[src/inc/rxpt_defs.vh]
`ifndef RXPT_DEFS_VH
`define RXPT_DEFS_VH

// register byte offsets
`define RXPT_OFF_CTRL 6'h00
`define RXPT_OFF_CHECK 6'h04
`define RXPT_OFF_UDA_LO 6'h08
`define RXPT_OFF_UDA_HI 6'h0C
`define RXPT_OFF_MDA_LO 6'h10
`define RXPT_OFF_MDA_HI 6'h14
`define RXPT_OFF_SA_LO 6'h18
`define RXPT_OFF_SA_HI 6'h1C
`define RXPT_OFF_ETYPE_CTL 6'h20
`define RXPT_OFF_ETYPE_PAU 6'h24
`define RXPT_OFF_OPC_GCP 6'h28
`define RXPT_OFF_OPC_PCP 6'h2C
`define RXPT_OFF_OPC_PAU 6'h30
`define RXPT_OFF_STATUS 6'h34
`define RXPT_NUM_CFG 13
`define RXPT_IDX_STATUS 4'hD

// control register fields
`define RXPT_CTRL_FWD 0
`define RXPT_CTRL_CHKACK 1
// check register group base bits
`define RXPT_GRP_GCP 0
`define RXPT_GRP_PCP 8
`define RXPT_GRP_GPP 16
`define RXPT_GRP_PPP 24
// bits within one check group
`define RXPT_CK_MCAST 0
`define RXPT_CK_UCAST 1
`define RXPT_CK_SA 2
`define RXPT_CK_ETYPE 3
`define RXPT_CK_OPC 4
`define RXPT_CK_EN 5

// reset values
`define RXPT_RST_CTRL 32'h0000_0002
`define RXPT_RST_CHECK 32'h3D3D_3D3D
`define RXPT_RST_MDA_LO 32'hC200_0001
`define RXPT_RST_MDA_HI 32'h0000_0180
`define RXPT_RST_ETYPE 32'h8808_8808
`define RXPT_RST_OPC_GCP 32'h0006_0001
`define RXPT_RST_OPC_PCP 32'h0101_0101
`define RXPT_RST_OPC_PAU 32'h0101_0001

// fixed multicast pause destination
`define RXPT_MCAST_FIXED 48'h0180C2000001
// cycles before a stuck acknowledge is given up on
`define RXPT_ACK_TIMEOUT 6'h20
`define RXPT_NCLASS 9

`endif

[src/hw/rxpt_chan.v]
`timescale 1ns/1ps
`include "rxpt_defs.vh"

module rxpt_chan (
    input wire pclk,
    input wire presetn,
    input wire clk_en,
    input wire start,
    input wire enable,
    input wire check_ack,
    input wire ack,
    input wire [15:0] quanta,
    output reg req_q,
    output wire busy
);

    localparam [3:0] ST_IDLE = 4'b0001;
    localparam [3:0] ST_WACK = 4'b0010;
    localparam [3:0] ST_COUNT = 4'b0100;
    localparam [3:0] ST_WDROP = 4'b1000;

    reg [3:0] st_q;
    reg [3:0] st_d;
    reg [15:0] tmr_q;
    reg [15:0] tmr_d;
    reg [5:0] to_q;
    reg [5:0] to_d;
    reg req_d;

    assign busy = ~st_q[0];

    // one handshake per class; enable only gates entry from idle
    always @* begin
        st_d = st_q;
        tmr_d = tmr_q;
        to_d = to_q;
        req_d = req_q;
        case (st_q)
            ST_IDLE: begin
                if (start && enable) begin
                    req_d = 1'b1;
                    tmr_d = quanta;
                    st_d = check_ack ? ST_WACK : ST_COUNT;
                end
            end
            ST_WACK: begin
                if (start) begin
                    tmr_d = quanta;
                end else if (ack) begin
                    st_d = ST_COUNT;
                end
            end
            ST_COUNT: begin
                if (start) begin
                    tmr_d = quanta;
                end else if (tmr_q == 16'h0000) begin
                    req_d = 1'b0;
                    to_d = 6'h00;
                    st_d = check_ack ? ST_WDROP : ST_IDLE;
                end else begin
                    tmr_d = tmr_q - 16'h0001;
                end
            end
            ST_WDROP: begin
                // a late pause frame restarts the count; ack is still high
                if (start) begin
                    req_d = 1'b1;
                    tmr_d = quanta;
                    st_d = ST_COUNT;
                end else if (!ack || to_q == `RXPT_ACK_TIMEOUT - 6'h01) begin
                    st_d = ST_IDLE;
                end else begin
                    to_d = to_q + 6'h01;
                end
            end
            default: begin
                st_d = ST_IDLE;
                req_d = 1'b0;
            end
        endcase
    end

    // state flops, frozen while the clock enable is low
    always @(posedge pclk or negedge presetn) begin
        if (!presetn) begin
            st_q <= ST_IDLE;
            tmr_q <= 16'h0000;
            to_q <= 6'h00;
            req_q <= 1'b0;
        end else if (clk_en) begin
            st_q <= st_d;
            tmr_q <= tmr_d;
            to_q <= to_d;
            req_q <= req_d;
        end
    end

endmodule // rxpt_chan

[src/hw/rxpt_top.v]
`timescale 1ns/1ps
`include "rxpt_defs.vh"

module rxpt_top (
    input wire pclk,
    input wire presetn,
    input wire clk_en,
    input wire [5:0] paddr,
    input wire psel,
    input wire penable,
    input wire pwrite,
    input wire [31:0] pwdata,
    output reg [31:0] prdata,
    output reg pready,
    output reg pslverr,
    input wire frm_valid,
    input wire [47:0] frm_da,
    input wire [47:0] frm_sa,
    input wire [15:0] frm_etype,
    input wire [15:0] frm_opcode,
    input wire [7:0] frm_cev,
    input wire [127:0] frm_quanta,
    output reg ctrl_fwd_q,
    output reg ctrl_term_q,
    output reg gpause_q,
    output reg ppause_q,
    input wire [8:0] pause_enable,
    input wire [8:0] pause_ack,
    output wire [8:0] pause_req
);

    ////////////////////////////////////////////////////////////////////////
    // register storage

    reg [31:0] cfg_q [0:`RXPT_NUM_CFG-1];
    wire [3:0] idx = paddr[5:2];
    wire acc = psel && penable;
    // misaligned writes are refused along with the error answer
    wire wr_fire = acc && pready && pwrite && (paddr[1:0] == 2'b00);
    wire [8:0] busy;

    // reset value of one configuration word
    function [31:0] cfg_rst;
        input integer i;
        begin
            case (i)
                0: cfg_rst = `RXPT_RST_CTRL;
                1: cfg_rst = `RXPT_RST_CHECK;
                4: cfg_rst = `RXPT_RST_MDA_LO;
                5: cfg_rst = `RXPT_RST_MDA_HI;
                8: cfg_rst = `RXPT_RST_ETYPE;
                9: cfg_rst = `RXPT_RST_ETYPE;
                10: cfg_rst = `RXPT_RST_OPC_GCP;
                11: cfg_rst = `RXPT_RST_OPC_PCP;
                12: cfg_rst = `RXPT_RST_OPC_PAU;
                default: cfg_rst = 32'h0000_0000;
            endcase
        end
    endfunction

    // writes land only on the edge where pready is sampled high
    genvar g;
    generate
        for (g = 0; g < `RXPT_NUM_CFG; g = g + 1) begin : g_cfg
            always @(posedge pclk or negedge presetn) begin
                if (!presetn) begin
                    cfg_q[g] <= cfg_rst(g);
                end else if (clk_en && wr_fire && idx == g) begin
                    cfg_q[g] <= pwdata;
                end
            end
        end
    endgenerate

    ////////////////////////////////////////////////////////////////////////
    // apb slave: one wait state, answer on the second access cycle

    wire mapped = (paddr[1:0] == 2'b00) && (idx <= `RXPT_IDX_STATUS);
    reg [31:0] rd_d;

    // read mux; status shows live channel activity
    always @* begin
        if (idx == `RXPT_IDX_STATUS) begin
            rd_d = {7'h00, busy, 7'h00, pause_req};
        end else if (mapped) begin
            rd_d = cfg_q[idx];
        end else begin
            rd_d = 32'h0000_0000;
        end
    end

    always @(posedge pclk or negedge presetn) begin
        if (!presetn) begin
            pready <= 1'b0;
            pslverr <= 1'b0;
            prdata <= 32'h0000_0000;
        end else if (clk_en) begin
            pready <= acc && !pready;
            pslverr <= acc && !pready && !mapped;
            if (acc && !pready && !pwrite) begin
                prdata <= rd_d;
            end
        end
    end

    ////////////////////////////////////////////////////////////////////////
    // configuration fields

    wire fwd_ctrl = cfg_q[0][`RXPT_CTRL_FWD];
    wire check_ack = cfg_q[0][`RXPT_CTRL_CHKACK];
    wire [5:0] ck_gcp = cfg_q[1][`RXPT_GRP_GCP+5:`RXPT_GRP_GCP];
    wire [5:0] ck_pcp = cfg_q[1][`RXPT_GRP_PCP+5:`RXPT_GRP_PCP];
    wire [5:0] ck_gpp = cfg_q[1][`RXPT_GRP_GPP+5:`RXPT_GRP_GPP];
    wire [5:0] ck_ppp = cfg_q[1][`RXPT_GRP_PPP+5:`RXPT_GRP_PPP];
    wire [47:0] flow_unicast_dest_addr = {cfg_q[3][15:0], cfg_q[2]};
    wire [47:0] flow_multicast_dest_addr = {cfg_q[5][15:0], cfg_q[4]};
    wire [47:0] flow_source_addr = {cfg_q[7][15:0], cfg_q[6]};
    wire [15:0] et_gcp = cfg_q[8][15:0];
    wire [15:0] et_pcp = cfg_q[8][31:16];
    wire [15:0] et_gpp = cfg_q[9][15:0];
    wire [15:0] et_ppp = cfg_q[9][31:16];
    wire [15:0] opc_min_gcp = cfg_q[10][15:0];
    wire [15:0] opc_max_gcp = cfg_q[10][31:16];
    wire [15:0] opc_min_pcp = cfg_q[11][15:0];
    wire [15:0] opc_max_pcp = cfg_q[11][31:16];
    wire [15:0] opc_gpp = cfg_q[12][15:0];
    wire [15:0] opc_ppp = cfg_q[12][31:16];
    wire glob_ctrl_src_check = ck_gcp[`RXPT_CK_SA];

    ////////////////////////////////////////////////////////////////////////
    // frame classification

    // one check group: address, source, ethertype, opcode, enable
    function ctl_hit;
        input [5:0] c;
        input da_u;
        input da_m;
        input sa_e;
        input et_e;
        input op_ok;
        reg da_ok;
        begin
            da_ok = (!c[`RXPT_CK_MCAST] && !c[`RXPT_CK_UCAST]) ||
                (da_u && c[`RXPT_CK_UCAST]) || (da_m && c[`RXPT_CK_MCAST]);
            ctl_hit = da_ok && (!c[`RXPT_CK_SA] || sa_e) &&
                (!c[`RXPT_CK_ETYPE] || et_e) && (!c[`RXPT_CK_OPC] || op_ok) &&
                c[`RXPT_CK_EN];
        end
    endfunction

    wire da_uc = (frm_da == flow_unicast_dest_addr);
    wire da_fix = (frm_da == `RXPT_MCAST_FIXED);
    wire da_mc = (frm_da == flow_multicast_dest_addr);
    wire sa_eq = (frm_sa == flow_source_addr);

    // global control: fixed multicast, opcode range
    wire gcp = ctl_hit(ck_gcp, da_uc, da_fix, glob_ctrl_src_check ? sa_eq : 1'b1,
        frm_etype == et_gcp,
        frm_opcode >= opc_min_gcp && frm_opcode <= opc_max_gcp);

    // priority control: configurable multicast address
    wire pcp = ctl_hit(ck_pcp, da_uc, da_mc, sa_eq, frm_etype == et_pcp,
        frm_opcode >= opc_min_pcp && frm_opcode <= opc_max_pcp);

    wire is_ctrl = gcp || pcp;

    // pause checks use an exact opcode
    wire gpp = ctl_hit(ck_gpp, da_uc, da_fix, sa_eq, frm_etype == et_gpp,
        frm_opcode == opc_gpp);
    wire ppp = ctl_hit(ck_ppp, da_uc, da_mc, sa_eq, frm_etype == et_ppp,
        frm_opcode == opc_ppp);

    // ordered decision: priority only examined when global fails
    wire ctl_frm = frm_valid && is_ctrl;
    wire g_hit = ctl_frm && gpp;
    wire p_hit = ctl_frm && !gpp && ppp;

    // class start vector, bit 8 global, bits 7:0 priorities
    wire [8:0] start = g_hit ? 9'h100 : (p_hit ? {1'b0, frm_cev} : 9'h000);

    // classification strobes, one cycle after the frame strobe
    always @(posedge pclk or negedge presetn) begin
        if (!presetn) begin
            ctrl_fwd_q <= 1'b0;
            ctrl_term_q <= 1'b0;
            gpause_q <= 1'b0;
            ppause_q <= 1'b0;
        end else if (clk_en) begin
            ctrl_fwd_q <= ctl_frm && fwd_ctrl;
            ctrl_term_q <= ctl_frm && !fwd_ctrl;
            gpause_q <= g_hit;
            ppause_q <= p_hit;
        end
    end

    ////////////////////////////////////////////////////////////////////////
    // per-class pause handshakes

    // separate channels keep one class's timer off another's request
    generate
        for (g = 0; g < `RXPT_NCLASS; g = g + 1) begin : g_ch
            wire [15:0] q_sel;
            if (g == 8) begin : g_glob
                assign q_sel = frm_quanta[15:0];
            end else begin : g_prio
                assign q_sel = frm_quanta[g*16 +: 16];
            end
            rxpt_chan u_chan (
                .pclk(pclk),
                .presetn(presetn),
                .clk_en(clk_en),
                .start(start[g]),
                .enable(pause_enable[g]),
                .check_ack(check_ack),
                .ack(pause_ack[g]),
                .quanta(q_sel),
                .req_q(pause_req[g]),
                .busy(busy[g])
            );
        end
    endgenerate

endmodule // rxpt_top

[config.mk]
export PLATFORM = sky130hd
export DESIGN_NAME = rxpt_top
export DESIGN_NICKNAME = d
export VERILOG_FILES = /design/src/hw/rxpt_chan.v /design/src/hw/rxpt_top.v
export VERILOG_INCLUDE_DIRS = /design/src /design/src/inc
export SDC_FILE = /design/constraint.sdc
export NUM_CORES = 2
export LEC_CHECK = 0
export BUFFER_PORTS_ARGS = -buffer_cell sky130_fd_sc_hd__buf_2
export CAP_MARGIN = 20
export CORE_MARGIN = 1
export CORE_UTILIZATION = 60
export CTS_CLUSTER_SIZE = 20
export DETAILED_ROUTE_END_ITERATION = 16
export GPL_TIMING_DRIVEN = 0
export PLACE_DENSITY = 0.81
export SYNTH_ARGS = -nofsm -noshare
export SYNTH_HDL_FRONTEND = slang
export SYNTH_SLANG_ARGS = --single-unit
[constraint.sdc]
create_clock -name pclk -period 6.7 [get_ports pclk]
set_clock_uncertainty 0.1 [all_clocks]
set_input_delay 1.34 -clock pclk [delete_from_list [all_inputs] [get_ports pclk]]
set_output_delay 1.34 -clock pclk [all_outputs]
set_load 0.02 [all_outputs]
==> metrics.cfg <==
[place]
port_buffers = 371
dp_hpwl_mm = 106
gp_congestion = 1.05
dp_slack_ps = -149

[power_and_ir_drop]
netSwitchingPower_uw = 4390
power_frac_comb_pct = 24.5
power_frac_clock_pct = 34.8
p_leak_uw = 0.0208
seqPwrFrac_pct = 40.7
power_density_nw_per_um2 = 285
power_uw = 13000
p_int_uw = 8650
worst_ir_drop_vdd_uv = 180
p_sw_share_pct = 33.7

[timing]
tns_ps = 0
holdWs_ps = 370
rsz0062_at_grt = false
finalCritPeriodShare_pct = 96.3
relSlewSlack_pct = 18.1
slew_viol_final = 0
tightest_slew_ps = 1220
setup_ws_ps = 248
finalSetupViolations = 0
min_period_ps = 6450
timing.final.hold_violations = 0
fmax_mhz = 155

[routing]
post_drt_wl_per_cell_um = 26.5
vias = 35100
dr.pass1.iters = 7
via_per_inst = 6.63
wl_mm = 141
drtIter0Drc = 4652
drc_errors = 0
antenna_left = 0

[finish]
drive_gt1_share_pct = 24.7
post-route-util_pct = 69.7
area_growth_pct = 14.8
fin_nets = 4770

[synth]
seq_area_frac_synth_pct = 43.9
synth.distinct_cells = 88
yosysMostFrequentCell = dfrtp_1
postSynthCellCount = 3899
yosysTopAreaCell = dfrtp_1
synth.avg_cell_area_um2 = 10.2
synth-seq-cells = 697
synth-main-ff-cell = dfrtp_1
async_flop_share_pct = 100
synth_top_cell_area_share_pct = 40.1
synth_nets = 4308
yosys-top-cells-area = dfrtp_1 (40%), mux2_2 (10%), mux4_2 (5.4%)
synth_common_cells = dfrtp_1 (639), mux2_2 (369), o21ai_0 (333)
synth-warning-count = 0
synth_edf_count = 0
synth_area_um2 = 39900

[job]
maxCapViolCount = 0

[grt]
grt_pass1_wl_mm = 208
grt_util_all_layers_pct = 41.5
grt_pass1_vias = 33900
grt_max_degree = 116
grt_overflow = 0
antenna_found_initial = 11

[die]
die_w_um = 260
pin_count = 374
die_h_um = 260
initial_core_util_pct = 60.7
num_rows = 94
coreArea_um2 = 65700
die_area_um2 = 67500

[worst_setup_path]
worstReg2RegStart = cfg_q[275]$_DFFE_PN0P_
startpoint = frm_da[19]
cp_data_required_time_ps = 7090
cp-end-kind = flip-flop
critical_path.max_fanout = 10
start_kind = input pin
criticalPathCategory = input pin to flip-flop
cp.arrival_ps = 6840

[clock_network]
cts-root-buf = clkbuf_16
cts_tree = built
post-cts-setup-buffer-count = 0
cts.sinks = 697
ctsHoldBuffers = 0
cts_max_level = 3
post_cts_resized = 0
cts.clk_slew.worst_paths_ps = 60
cts_buffers = 77
clk_latency_ps = 630
cts_max_path_buffers = 3

[min_path]
hp-class = flip-flop to flip-flop
hold_start = prdata[20]$_DFFE_PN0P_

[outcome]
status = completed

-- power groups by stage --
stage | combinational, µW | sequential, µW | clock [µW]
final | 3190 | 5310 | 4540
after global routing | 3480 | 5380 | 4700
after CTS | 3120 | 5290 | 4540
after detailed placement | 3100 | 5350 | 0
after global placement | 3010 | 5330 | 0
after floorplan | 2120 | 5210 | 0
-- flip-flops by register name (all words and copies together) (netlist names) --
| signal | flops |
|---|---|
| pslverr | 1 |
| g_ch.u_chan.tmr_q | 144 |
| pready | 1 |
| g_ch.u_chan.req_q | 9 |
| g_ch.u_chan.to_q | 54 |
| g_ch.u_chan.st_q | 36 |
| ctrl_fwd_q | 1 |
| cfg_q | 416 |
| ctrl_term_q | 1 |
| gpause_q | 1 |
| prdata | 32 |
| ppause_q | 1 |
-- final cells by class --
type	instances	area, µm²
Antenna cell	7	17.5
Buffer	229	931
Clock buffer	110	2240
Clock inverter	34	437
Fill cell	5009	19900
Inverter	160	601
Multi-Input combinational cell	2813	20900
Sequential cell	697	17500
Tap cell	864	1080
Timing Repair Buffer	383	2130
-- per-stage QoR --
step / cells / area (µm²)
2_1_floorplan: 3899 / 39900
3_3_place_gp: 5134 / 42800
3_5_place_dp: 5144 / 43100
4_1_cts: 5288 / 45700
5_1_grt: 5297 / 45800
6_report: 5297 / 45800
-- layout by cell type (no fill, tap or decap), types with 35 or more instances in the layout --
cell type,n
nand4_1,69
ha_1,82
nand2_1,242
buf_2,385
xnor2_1,113
a31oi_1,47
o22ai_1,37
xor2_1,129
mux4_2,96
nor3_1,93
nand2b_1,45
clkbuf_16,80
dfstp_2,58
a221oi_1,35
dfrtp_1,639
inv_1,160
and3_1,38
mux2i_1,60
clkbuf_1,186
mux2_2,369
o21ai_0,333
nor4_1,69
a21oi_1,244
nor2_1,251
or3_1,65
nand3_1,91
-- kinds of logic after synthesis --
family	after synthesis	synth area share, %
compound gates	900	13.7
xor+xnor	242	5.31
fa+ha+maj	82	2.57
buf+inv	389	3.84
flops	697	43.9
mux	527	17.4
simple gates	1062	13.2
-- critical path, stage by stage --
cell       delay [ps]
buf_2             130
xor2_1            290
nor4_1           1010
nand4_1           170
nor3_1            690
a22oi_2           240
a2111oi_4         990
o21a_1            250
buf_4             220
buf_2             410
a21o_1            300
buf_1             440
nor2_1             90
o21ai_0           160
o21ai_0           100
-- final timing paths --
| path | end | slack [ps] | cells past startpoint |
|---|---|---|---|
| setup / recovery | g_ch[0].u_chan.tmr_q[6]$_DFFE_PN0P_ | 250 | 15 |
| hold / removal | prdata[20]$_DFFE_PN0P_ | 370 | 2 |
| setup reg to reg | g_ch[0].u_chan.tmr_q[6]$_DFFE_PN0P_ | 640 | 14 |
| hold reg to reg | prdata[20]$_DFFE_PN0P_ | 370 | 2 |
| max in group asynchronous | cfg_q[64]$_DFFE_PN1P_ | 4340 | 3 |
| min in group asynchronous | g_ch[4].u_chan.tmr_q[7]$_DFFE_PN0P_ | 570 | 1 |
-- per-layer routing --
| metal | wire (µm) | share of wire [%] | GRT usage, % | vias to the layer above |
|---|---|---|---|---|
| met4 | 9980 | 7.1 | 26.0 | 8 |
| li1 | - | - | - | 15200 |
| met3 | 15000 | 11 | 10.7 | 458 |
| met2 | 62900 | 45 | 63.1 | 1996 |
| met1 | 52600 | 37 | 53.2 | 17400 |
| met5 | 55 | 0.039 | 0 | - |
(Power assumes the default switching activity.)
